$ cat config.mk
export PLATFORM = sky130hd
export DESIGN_NAME = cft_frame_timing
export DESIGN_NICKNAME = d
export VERILOG_FILES = /design/src/cft_frame_timing.v /design/src/cft_xcvr_fsm.v
export VERILOG_INCLUDE_DIRS = /design/src
export SDC_FILE = /design/constraint.sdc
export NUM_CORES = 1
export LEC_CHECK = 0
export CAP_MARGIN = 20
export CORE_MARGIN = 2
export CORE_UTILIZATION = 50
export DETAILED_ROUTE_END_ITERATION = 16
export DONT_BUFFER_PORTS = 1
export PLACE_DENSITY_LB_ADDON = 0.05
export SYNTH_ARGS = -nofsm -noshare
export SYNTH_HDL_FRONTEND = slang
export SYNTH_SLANG_ARGS = --single-unit
$ cat constraint.sdc
create_clock -name i_ref_clk -period 3 [get_ports i_ref_clk]
set_input_delay 0.3 -clock i_ref_clk [delete_from_list [all_inputs] [get_ports i_ref_clk]]
set_output_delay 0.3 -clock i_ref_clk [all_outputs]
set_load 0.01 [all_outputs]
$ cat src/cft_regs.vh
`ifndef CFT_REGS_VH
`define CFT_REGS_VH
// apb register byte offsets
`define CFT_OFF_CTRL 12'h000
`define CFT_OFF_CFG 12'h004
`define CFT_OFF_TXWR 12'h008
`define CFT_OFF_XCVR 12'h00c
`define CFT_OFF_STAT 12'h010
`define CFT_OFF_RXDATA 12'h014
`define CFT_OFF_INTV 12'h018
// ctrl register fields
`define CFT_CTRL_START 0
`define CFT_CTRL_CLOSE 1
// cfg register fields
`define CFT_CFG_TIMING_LO 0
`define CFT_CFG_TIMING_HI 1
`define CFT_CFG_OUTPUT 2
`define CFT_CFG_STREAM 3
`define CFT_CFG_EXTXCVR 4
`define CFT_CFG_EXTCFG_LO 8
`define CFT_CFG_EXTCFG_HI 15
`define CFT_CFG_ID_LO 16
`define CFT_CFG_ID_HI 26
// frame timing types
`define CFT_TT_EVDATA 2'h0
`define CFT_TT_CYCREM 2'h1
`define CFT_TT_EVREM 2'h2
// transceiver states
`define CFT_XS_POWERON 3'h0
`define CFT_XS_NORMAL 3'h1
`define CFT_XS_SLEEP 3'h2
`define CFT_XS_SWWAKE 3'h3
`define CFT_XS_SWFAST 3'h4
// reset values
`define CFT_CFG_RST 32'h00000000
`define CFT_INTV_RST 32'h000003e8
`endif

$ cat src/cft_frame_timing.v
// Chosen here: the APB interface to the registers and the register offsets.
`timescale 1ns/10ps
`include "cft_regs.vh"
module cft_frame_timing #(
	parameter INTV_W = 32 // repeat interval counter width
) (
	input wire i_ref_clk,
	input wire i_resetn,
	input wire i_ce,
	// apb slave
	input wire i_psel,
	input wire i_penable,
	input wire i_pwrite,
	input wire [11:0] i_paddr,
	input wire [31:0] i_pwdata,
	output wire o_pready,
	output wire o_pslverr,
	output reg [31:0] o_prdata,
	// frame transmit request to the can controller
	output reg o_tx_valid,
	input wire i_tx_ready,
	output reg o_tx_remote,
	output reg [10:0] o_tx_id,
	output reg [31:0] o_tx_data,
	// received frame from the can controller
	input wire i_rx_valid,
	input wire i_rx_remote,
	input wire [10:0] i_rx_id,
	input wire [31:0] i_rx_data,
	// transceiver
	input wire i_wake_pin, // asynchronous bus wakeup detect
	output wire [2:0] o_xcvr_state,
	output reg o_xcvr_ext, // external transceiver selected
	output reg [7:0] o_xcvr_ext_cfg
);
	reg [31:0] cfg_r; // timing type, direction, stream, id
	reg [INTV_W-1:0] intv_r; // repeat interval in cycles
	reg [31:0] wdata_r; // held host data
	reg pend_r; // host write pending
	reg run_r; // session started
	reg [INTV_W-1:0] gap_r; // cycles since last send
	reg gap_ok_r; // interval has elapsed
	reg [31:0] rxdata_r; // data for the host reader
	reg rx_full_r; // reader data available
	reg rx_rem_r; // reader frame was remote
	reg [10:0] rx_id_r;
	reg xcmd_v_r; // transceiver command pulse
	reg [2:0] xcmd_r;
	reg start_p_r; // interface start pulse
	reg close_p_r; // close last session pulse
	reg wake_s1_r; // wakeup synchroniser
	reg wake_s2_r;
	wire [1:0] ttype = cfg_r[`CFT_CFG_TIMING_HI:`CFT_CFG_TIMING_LO];
	wire is_out = cfg_r[`CFT_CFG_OUTPUT];
	wire is_stream = cfg_r[`CFT_CFG_STREAM];
	wire [10:0] fid = cfg_r[`CFT_CFG_ID_HI:`CFT_CFG_ID_LO];
	wire wr_acc = i_psel & i_penable & i_pwrite; // write access phase
	wire rd_acc = i_psel & i_penable & ~i_pwrite; // read access phase
	wire hw_write = wr_acc && i_paddr == `CFT_OFF_TXWR; // host frame write call
	wire hw_read = rd_acc && i_paddr == `CFT_OFF_RXDATA; // host frame read call
	wire send = o_tx_valid & i_tx_ready; // frame accepted by controller
	wire rx_match = i_rx_valid && i_rx_id == fid;
	wire req_in = rx_match & i_rx_remote; // matching remote request
	reg known; // address decodes
	// apb answers in the access cycle with no wait states
	assign o_pready = 1'b1;
	assign o_pslverr = i_psel & i_penable & ~known;
	// address decode and read mux
	always @* begin
		known = 1'b1;
		o_prdata = 32'h00000000;
		case (i_paddr)
			`CFT_OFF_CTRL: o_prdata = {30'h00000000, 1'b0, run_r};
			`CFT_OFF_CFG: o_prdata = cfg_r;
			`CFT_OFF_TXWR: o_prdata = wdata_r;
			`CFT_OFF_XCVR: o_prdata = {29'h00000000, o_xcvr_state};
			`CFT_OFF_STAT: o_prdata = {16'h0000, 1'b0, rx_id_r, pend_r, rx_rem_r, rx_full_r, o_tx_valid};
			`CFT_OFF_RXDATA: o_prdata = rxdata_r;
			`CFT_OFF_INTV: o_prdata = intv_r;
			default: known = 1'b0;
		endcase
	end
	// configuration and transceiver command registers
	always @(posedge i_ref_clk or negedge i_resetn) begin
		if (!i_resetn) begin
			cfg_r <= `CFT_CFG_RST;
			intv_r <= `CFT_INTV_RST;
			run_r <= 1'b0;
			start_p_r <= 1'b0;
			close_p_r <= 1'b0;
			xcmd_v_r <= 1'b0;
			xcmd_r <= `CFT_XS_POWERON;
			o_xcvr_ext <= 1'b0;
			o_xcvr_ext_cfg <= 8'h00;
		end else if (i_ce) begin
			start_p_r <= 1'b0;
			close_p_r <= 1'b0;
			xcmd_v_r <= 1'b0;
			if (wr_acc && i_paddr == `CFT_OFF_CTRL) begin
				// start runs the session, close ends it
				if (i_pwdata[`CFT_CTRL_CLOSE]) begin
					run_r <= 1'b0;
					close_p_r <= 1'b1;
				end else if (i_pwdata[`CFT_CTRL_START]) begin
					run_r <= 1'b1;
					start_p_r <= 1'b1;
				end
			end
			if (wr_acc && i_paddr == `CFT_OFF_CFG) begin
				cfg_r <= i_pwdata;
				o_xcvr_ext <= i_pwdata[`CFT_CFG_EXTXCVR];
				o_xcvr_ext_cfg <= i_pwdata[`CFT_CFG_EXTCFG_HI:`CFT_CFG_EXTCFG_LO];
			end
			if (wr_acc && i_paddr == `CFT_OFF_INTV) begin
				intv_r <= i_pwdata[INTV_W-1:0];
			end
			if (wr_acc && i_paddr == `CFT_OFF_XCVR) begin
				xcmd_v_r <= 1'b1;
				xcmd_r <= i_pwdata[2:0];
			end
		end
	end
	// repeat interval timer, restarted by every send
	always @(posedge i_ref_clk or negedge i_resetn) begin
		if (!i_resetn) begin
			gap_r <= {INTV_W{1'b0}};
			gap_ok_r <= 1'b1;
		end else if (i_ce) begin
			if (start_p_r || send) begin
				gap_r <= {INTV_W{1'b0}};
				gap_ok_r <= 1'b0;
			end else if (!gap_ok_r) begin
				gap_r <= gap_r + 1'b1;
				if (gap_r + 1'b1 >= intv_r) gap_ok_r <= 1'b1;
			end
		end
	end
	// frame scheduler
	always @(posedge i_ref_clk or negedge i_resetn) begin
		if (!i_resetn) begin
			wdata_r <= 32'h00000000;
			pend_r <= 1'b0;
			o_tx_valid <= 1'b0;
			o_tx_remote <= 1'b0;
			o_tx_id <= 11'h000;
			o_tx_data <= 32'h00000000;
		end else if (i_ce) begin
			if (send) o_tx_valid <= 1'b0;
			if (hw_write) begin
				wdata_r <= i_pwdata;
				pend_r <= 1'b1; // extra writes merge into one request
			end else if (send && !o_tx_remote && !is_stream) begin
				pend_r <= 1'b0;
			end
			if (close_p_r || !run_r) begin
				o_tx_valid <= 1'b0;
				pend_r <= 1'b0;
			end else if (is_stream) begin
				// one frame per write made while no frame is waiting, remote bit taken from data msb
				if (hw_write && !o_tx_valid) begin
					o_tx_valid <= 1'b1;
					o_tx_remote <= i_pwdata[31];
					o_tx_id <= fid;
					o_tx_data <= i_pwdata;
				end
			end else if (!o_tx_valid || send) begin
				case (ttype)
					`CFT_TT_EVDATA: begin
						if (is_out && pend_r && gap_ok_r && !send) begin
							o_tx_valid <= 1'b1;
							o_tx_remote <= 1'b0;
							o_tx_id <= fid;
							o_tx_data <= wdata_r;
						end
					end
					`CFT_TT_CYCREM: begin
						if (!is_out && (start_p_r || (gap_ok_r && !send))) begin
							o_tx_valid <= 1'b1;
							o_tx_remote <= 1'b1;
							o_tx_id <= fid;
						end else if (is_out && req_in && pend_r) begin
							o_tx_valid <= 1'b1;
							o_tx_remote <= 1'b0;
							o_tx_id <= fid;
							o_tx_data <= wdata_r;
						end
					end
					`CFT_TT_EVREM: begin
						if (!is_out && pend_r && !send) begin
							o_tx_valid <= 1'b1;
							o_tx_remote <= 1'b1;
							o_tx_id <= fid;
							// a write landing in this same cycle is a new event and keeps its request
							if (!hw_write) pend_r <= 1'b0; // data discarded
						end else if (is_out && req_in && pend_r) begin
							o_tx_valid <= 1'b1;
							o_tx_remote <= 1'b0;
							o_tx_id <= fid;
							o_tx_data <= wdata_r;
						end
					end
					default: begin
						o_tx_valid <= 1'b0;
					end
				endcase
			end
		end
	end
	// reader path: replies delivered, remote requests consumed in non-stream output modes
	always @(posedge i_ref_clk or negedge i_resetn) begin
		if (!i_resetn) begin
			rxdata_r <= 32'h00000000;
			rx_full_r <= 1'b0;
			rx_rem_r <= 1'b0;
			rx_id_r <= 11'h000;
		end else if (i_ce) begin
			if (i_rx_valid && is_stream) begin
				rxdata_r <= i_rx_data;
				rx_rem_r <= i_rx_remote;
				rx_id_r <= i_rx_id;
				rx_full_r <= 1'b1;
			end else if (rx_match && !i_rx_remote && !is_out) begin
				rxdata_r <= i_rx_data;
				rx_rem_r <= 1'b0;
				rx_id_r <= i_rx_id;
				rx_full_r <= 1'b1;
			end else if (hw_read) begin
				rx_full_r <= 1'b0; // new frame wins over the read clear
			end
		end
	end
	// wakeup pin synchroniser
	always @(posedge i_ref_clk or negedge i_resetn) begin
		if (!i_resetn) begin
			wake_s1_r <= 1'b0;
			wake_s2_r <= 1'b0;
		end else if (i_ce) begin
			wake_s1_r <= i_wake_pin;
			wake_s2_r <= wake_s1_r;
		end
	end
	// transceiver state machine
	cft_xcvr_fsm u_xcvr (
		.i_ref_clk(i_ref_clk),
		.i_resetn(i_resetn),
		.i_ce(i_ce),
		.i_close_last(close_p_r),
		.i_if_start(start_p_r),
		.i_cmd_valid(xcmd_v_r),
		.i_cmd_state(xcmd_r),
		.i_wake_pattern(wake_s2_r),
		.o_state(o_xcvr_state)
	);
endmodule // cft_frame_timing

$ cat src/cft_xcvr_fsm.v
`timescale 1ns/10ps
`include "cft_regs.vh"
// transceiver control state machine
module cft_xcvr_fsm (
	input wire i_ref_clk,
	input wire i_resetn,
	input wire i_ce,
	input wire i_close_last, // last session closed
	input wire i_if_start, // interface start pulse
	input wire i_cmd_valid, // software target state command
	input wire [2:0] i_cmd_state,
	input wire i_wake_pattern, // synchronised bus wakeup detect
	output reg [2:0] o_state
);
	localparam POWERON = `CFT_XS_POWERON;
	localparam NORMAL = `CFT_XS_NORMAL;
	localparam SLEEP = `CFT_XS_SLEEP;
	localparam SWWAKE = `CFT_XS_SWWAKE;
	localparam SWFAST = `CFT_XS_SWFAST;
	reg [2:0] state_nxt; // next state
	// next state from bus events and commands
	always @* begin
		state_nxt = o_state;
		if (i_close_last) begin
			state_nxt = POWERON;
		end else if (i_cmd_valid) begin
			case (i_cmd_state)
				NORMAL: begin
					if (o_state != NORMAL) state_nxt = NORMAL;
				end
				SLEEP: begin
					// only normal or wake may sleep; others hold
					if (o_state == NORMAL || o_state == SWWAKE) state_nxt = SLEEP;
				end
				SWWAKE: begin
					if (o_state == POWERON || o_state == NORMAL || o_state == SLEEP) state_nxt = SWWAKE;
				end
				SWFAST: begin
					if (o_state != SWFAST) state_nxt = SWFAST;
				end
				default: begin
					state_nxt = o_state;
				end
			endcase
		end else if (i_if_start && o_state == POWERON) begin
			state_nxt = NORMAL;
		end else if (i_wake_pattern && o_state == SLEEP) begin
			state_nxt = NORMAL;
		end
	end
	// state register
	always @(posedge i_ref_clk or negedge i_resetn) begin
		if (!i_resetn) begin
			o_state <= POWERON;
		end else if (i_ce) begin
			o_state <= state_nxt;
		end
	end
endmodule // cft_xcvr_fsm

==> qor.csv, run 1 <==
metric,value,unit
cp.required,3.47,ns
run_status,finished with violations,
async_flop_share,100.0,%
design_area,14350,um^2
grt_pass1_wl,55570,um
relSlewSlack,42.96,%
cp_slowest_cell,or4b_4,
dp.final_hpwl,23520,um
gp_congestion,0.9121,
cts_sinks,232,
cp_cell_sequence,and4_4 -> and2b_1 -> and3_2 -> buf_6 -> nand2_1 -> xnor2_1 -> ha_1 -> nand2_1 -> nor4_4 -> or4b_4 -> o221ai_2,
ant_nets,0,
max_cap_violations,0,
hold_viol_final,232,
clk_pin_slew,0.06,ns
hold_buffers,80,
slew_violations,0,
netlist_area,12120,um^2
die-area,25500,um^2
cp_num_cells,11,
fmax,354.7,MHz
setup_violations,0,
cts_root_buf,clkbuf_16,
cts_tree,done,
cts_htree_levels,1,
crit_type,register to register,
routedWlPerCell,22.84,um
syn_inst,1110,
reg2reg_depth,11,
antenna_found_initial,0,
layout-drive-gt1-share,16.34,%
wl,34970,um
violations,negative hold slack,
whs,-0.5480,ns
die_y,159.7,um
endpoint_kind,register,
total_power,6.957,mW
hold_class,input port to async pin,
peakVddDrop,0.4159,mV
numCtsBuffers,27,
track_usage,27.62,%
drc_errors,0,
clock_tree.buffer_depth,3,
ys_seq_area_share,47.97,%
critPathMaxStageDelay,0.49,ns
ys_types,72,
grt_max_degree,233,
reg2reg_setup_slack,0.18,ns
drtIter0Drc,750,
p_per_area,484.9,nW/um^2
ys_warn_count,0,
cellLeakagePower,6.606,nW
syn_area_per_cell,10.92,um^2
cpMostUsedCell,nand2_1,
r2r_start,gap_r[3],
ys_ff_latch,232,
core-area,23610,um^2
place_area,12570,um^2
syn_to_final_growth,18.38,%
dp_slack,0.008668,ns
cp.buffers_inverters,1,
regToRegEndpoint,gap_ok_r,
layout_setup_ws,0.1811,ns
rows,56,
critical-path-top-delay-family,simple AND/OR/NAND/NOR gates,
vias_per_cell,5.926,
io_buffers,0,
period_needed,2.819,ns
synth-edff-count,0,
ys.flop_type,dfrtp_1,
critPathLaunchType,register,
worstMarginPinSlew,0.8524,ns
crit_fanout,9,
vias,9072,
first_global_vias,9425,
synth_nets,1244,
clk_latency,0.55,ns
ios,188,
fin_setup_tns,0,ns
fin_crit_sh,93.96,%
arrival,3.29,ns
grt-ovfl-total,0,
fp.dieW,159.7,um
initial_core_util,51.33,%
dr.pass1.iters,5,
fin_skew,0.008642,ns
antenna_cells,0,
final_nets,1329,
[what timing repair did]
action                                 4_1_cts  5_1_grt
setup buffers                                1        6
endpoints found under the hold margin      417      232
gates resized for setup                      1       13
pin swaps                                    1        4
setup endpoints to repair                    1        1
[where the power goes]
part           internal, mW  total (mW)  switching [mW]
logic                 0.226       0.421           0.195
registers              3.18        3.23          0.0529
clock network          1.99        3.30            1.31
[state kept, by name, indices dropped and copies added, names as in the netlist, 3 cells and up]
register	count
gap_r	32
intv_r	32
rx_id_r	11
o_xcvr_ext_cfg	7
wdata_r	32
o_tx_data	32
cfg_r	25
u_xcvr.o_state	3
rxdata_r	32
xcmd_r	3
o_tx_id	11
[logic make-up (layout without fill, tap and decap cells)]
logic type / count (synthesis) / count (layout) / synth area share (%)
muxes: 179 / 179 / 16.28
xor gates and xnor gates: 42 / 42 / 3.035
other: 1 / 1 / 0.03094
and+or+nand+nor: 257 / 257 / 10.98
buffers and inverters: 119 / 221 / 4.315
DFF: 232 / 232 / 47.97
adders and majority gates: 37 / 37 / 3.820
AOI/OAI and AO/OA: 243 / 243 / 13.56
[worst max path at each step]
| stage | start | endpoint | slack (ns) |
|---|---|---|---|
| after floorplan | gap_r[15] | gap_ok_r | 0.09 |
| after global placement | gap_r[19] | gap_ok_r | 0.07 |
| after detailed placement | gap_r[19] | gap_ok_r | 0.009 |
| after CTS | gap_r[19] | gap_ok_r | 0.02 |
| after global routing | gap_r[7] | gap_ok_r | -0.02 |
| final | gap_r[3] | gap_ok_r | 0.18 |
[Yosys cell counts (all sizes together) (5+ instances only)]
master / count / area share (%)
nand4: 13 / 0.79
a21oi: 20 / 0.86
mux2: 145 / 13
clkbuf: 36 / 1.1
o21ai: 85 / 3.5
mux2i: 34 / 2.8
nand3b: 5 / 0.31
buf: 39 / 1.8
a31oi: 9 / 0.46
nand2: 115 / 3.6
a21o: 6 / 0.37
ha: 37 / 3.8
xnor2: 30 / 2.2
nand2b: 5 / 0.26
inv: 44 / 1.4
dfstp: 7 / 1.5
nand3: 24 / 0.99
a22oi: 56 / 3.5
and3: 19 / 0.98
o31ai: 14 / 0.87
nor4: 8 / 0.59
xor2: 12 / 0.87
a221o: 11 / 0.91
a222oi: 12 / 0.99
and2: 7 / 0.36
nor2: 26 / 0.81
dfrtp: 225 / 46
nor3: 9 / 0.37
nor2b: 7 / 0.36
[worst register-to-register path: cells and delay by family (launching register included)]
| kind | cells | cell delay (ns) |
|---|---|---|
| adder cells (fa/ha/maj) | 1 | 0.30 |
| AO/OA/AOI/OAI | 1 | 0.13 |
| flip-flops | 1 | 0.40 |
| XOR/XNOR | 1 | 0.15 |
| buffers and inverters | 1 | 0.16 |
| AND/OR/NAND/NOR | 7 | 1.60 |
[per-layer routing]
metal / track usage [%] / up-vias / share of wire, %
met1: 37.47 / 4545 / 44
met5: 0 / - / 0
met2: 44.41 / 255 / 46
li1: - / 4206 / -
met3: 6.338 / 66 / 6.9
met4: 8.223 / 0 / 2.8
[stage by stage]
step / instances / utilization (%) / hold WS (ns)
after detailed placement: 1398 / 53.25 / 0.009501
after global routing: 1531 / 60.76 / -0.5751
after CTS: 1525 / 60.41 / -0.5662
after global placement: 1398 / 53.25 / 0.009825
final: 1531 / 60.76 / -0.5480
after floorplan: 1110 / - / 0.004409
[layout make-up]
class                   instances  area (um^2)
well taps                     319        399.1
clock inverters                 6        120.1
flip-flops and latches        232         5819
multi-input cells             759         5852
fillers                      2017         9265
clock buffers                  40        754.5
inverters                      44        165.2
repair buffers                131         1237
[cell usage in the layout, fill, tap and decap left out, types with 6 or more instances in the layout]
cell type and n:
a21oi_1 19, xnor2_1 30, nand4_1 12, dfstp_2 7, buf_4 46, dlygate4sd3_1 80
mux2i_1 34, nor2_1 24, mux2_2 76, ha_1 37, and3_1 17, mux2_1 69
dfrtp_1 221, a31oi_1 9, nand2_1 114, nand3_1 24, a21o_1 6, a221o_1 11
inv_1 44, nor3_1 9, a22oi_1 56, a222oi_1 12, clkbuf_1 10, xor2_1 12
o21ai_1 37, nor2b_1 7, o21ai_0 47, o31ai_1 14, clkbuf_16 27
Note: power is estimated with default switching activity, not from simulation.
==> inputs of run 2 (changes only) <==
--- a/config.mk
+++ b/config.mk
@@ -11,7 +11,9 @@
 export CORE_UTILIZATION = 50
 export DETAILED_ROUTE_END_ITERATION = 16
 export DONT_BUFFER_PORTS = 1
+export MAX_ROUTING_LAYER = met4
 export PLACE_DENSITY_LB_ADDON = 0.05
 export SYNTH_ARGS = -nofsm -noshare
 export SYNTH_HDL_FRONTEND = slang
+export SYNTH_HIERARCHICAL = 1
 export SYNTH_SLANG_ARGS = --single-unit
==> run 2 against run 1 <==
  * The flow still finishes with violations (negative hold slack)
  * Die area increased by 1.4%
  * Routed wire length increased by 2.4%
  * Clock-buffer cell count increased by 1
  * Critical endpoint unchanged
  * Largest power group is now sequential cells
  * Highest routed layer unchanged
==> qor.csv, run 2 <==
metric,value,unit
run_status,finished with violations,
violations,negative hold slack,
crit_fanout,5,
placedCellCount,1433,
netlist_area,12300,um^2
yosysTopAreaCell,dfrtp_1,
reg2reg_depth,12,
track_usage,28.56,%
antenna_found_initial,2,
ant_nets,0,
syn_inst,1153,
cellLeakagePower,6.804,nW
dp.final_hpwl,23970,um
final_nets,1356,
ys_types,81,
cts_sinks,232,
clock_tree.buffer_depth,3,
clk_latency,0.54,ns
fp.dieW,160.8,um
synth_nets,1287,
ys_top_cells_by_count,"dfrtp_1 (225), nand2_1 (164), o21ai_0 (119), mux2_2 (68), inv_1 (44)",
vias_per_cell,5.924,
ys.flop_type,dfrtp_1,
hold_buffers,84,
async_flop_share,100.0,%
drtIter0Drc,955,
layout_commonest_cell,dfrtp_1,
first_global_vias,9189,
numCtsBuffers,27,
peakVddDrop,0.5002,mV
fin_setup_tns,0,ns
clk_pin_slew,0.06,ns
mostFrequentLayoutCells,"dfrtp_1 (222), nand2_1 (164), o21ai_0 (119)",
final_cell_count_no_fill,1567,
cp.buffers_inverters,2,
fin_crit_sh,94.87,%
synth-edff-count,0,
regToRegEndpoint,gap_ok_r,
die_y,160.8,um
fmax,351.4,MHz
grt_pass1_wl,55870,um
synth.most_common_cell,dfrtp_1,
endpoint_kind,register,
grt_max_degree,233,
rows,57,
critPathMaxStageDelay,0.42,ns
max_cap_violations,0,
ios,188,
core-area,24250,um^2
cts_tree,done,
arrival,3.30,ns
layout-drive-gt1-share,18.45,%
gp_congestion,0.8493,
yosys-top-cells-area,"dfrtp_1 (46%), mux2_2 (6.2%), nand2_1 (5.0%), o21ai_0 (4.8%), mux2_4 (4.6%)",
cp_slowest_cell,nor3_1,
whs,-0.5428,ns
p_per_area,466.9,nW/um^2
ys_ff_latch,232,
vias,9283,
setup_violations,0,
critical-path-top-delay-family,simple AND/OR/NAND/NOR gates,
reg2reg_setup_slack,0.15,ns
cp_cell_sequence,ha_1 -> buf_4 -> nand3_1 -> nor2_2 -> nand3_1 -> xnor2_1 -> ha_1 -> nand4_1 -> nor3_1 -> o31ai_1 -> buf_4 -> a31oi_1,
critPathLaunchType,register,
r2r_start,gap_r[1],
period_needed,2.846,ns
cts_htree_levels,1,
finalCoreUtilization,59.16,%
layout_setup_ws,0.1539,ns
crit_type,register to register,
hold_viol_final,232,
relSlewSlack,54.56,%
dr.pass1.iters,7,
grt-ovfl-total,0,
hold_class,input port to async pin,
total_power,6.698,mW
cp.required,3.46,ns
initial_core_util,50.73,%
syn_area_per_cell,10.67,um^2
worstMarginPinSlew,0.6817,ns
cts_root_buf,clkbuf_16,
die-area,25870,um^2
dp_slack,0.01641,ns
syn_to_final_growth,16.63,%
slew_violations,0,
fin_skew,0.009782,ns
ys_seq_area_share,47.27,%
io_buffers,0,
drc_errors,0,
rsz0062_at_grt,false,
wl,35800,um
routedWlPerCell,22.84,um
ys_warn_count,6,
synth_top_area_share,45.77,%
==> run 2: cells by family after synthesis <==
logic type | after synthesis | synth area share (%)
compound gates | 269 | 14.53
xor+xnor | 42 | 2.991
fa+ha+maj | 37 | 3.764
buf+inv | 120 | 4.598
flops | 232 | 47.27
mux | 150 | 14.53
other cells | 1 | 0.03049
simple gates | 302 | 12.30
==> run 2: final cells by class <==
class | instances | area [um^2]
antenna | 2 | 5.005
tap | 324 | 405.4
clock buffer | 41 | 798.3
inverter | 44 | 165.2
clock inverter | 7 | 37.54
sequential | 232 | 5818
multi-input combinational | 801 | 5986
fill | 2134 | 9902
timing repair buffer | 116 | 1131
==> run 2: report_power, final <==
group | switching [mW] | internal, mW
Combinational | 0.162 | 0.173
Sequential | 0.0577 | 3.17
Clock | 1.31 | 1.82
==> run 2: how the worst max path moves through the flow <==
stage / start / to / slack, ns / cells past startpoint
floorplan: gap_r[0] / gap_ok_r / 0.27 / 12
global placement: gap_r[0] / gap_ok_r / 0.18 / 12
detailed placement: gap_r[0] / gap_ok_r / 0.02 / 12
CTS: gap_r[0] / gap_ok_r / 0.03 / 12
global route: gap_r[1] / gap_ok_r / 0.0005 / 12
finish: gap_r[1] / gap_ok_r / 0.15 / 12
==> run 2: worst reg2reg max path: stages, from the launching register on <==
cell	delay [ns]
dfrtp_1	0.40
ha_1	0.18
buf_4	0.13
nand3_1	0.19
nor2_2	0.27
nand3_1	0.17
xnor2_1	0.16
ha_1	0.27
nand4_1	0.10
nor3_1	0.42
o31ai_1	0.15
buf_4	0.16
a31oi_1	0.17
==> run 2: metal layers <==
layer  share of wire, %  wire (um)  global-route usage [%]
met2                 44      15770                   41.77
met4                2.9       1056                   8.442
met5                  0          0                       -
met1                 46      16640                   40.92
met3                6.5       2337                   4.959
==> run 2: repair_timing <==
action / in CTS / in global routing
resized for setup: 1 / 10
endpoints found under the setup margin: 1 / 1
setup buffers: 0 / 0
pin swaps: 0 / 1
endpoints found under the hold margin: 411 / 232
==> run 2: per-stage QoR <==
stage	area [um^2]	hold WS, ns
after floorplan	12300	0.004409
after global placement	12640	0.01084
after detailed placement	12640	0.01029
after CTS	14320	-0.5612
after global routing	14350	-0.5594
final	14350	-0.5428
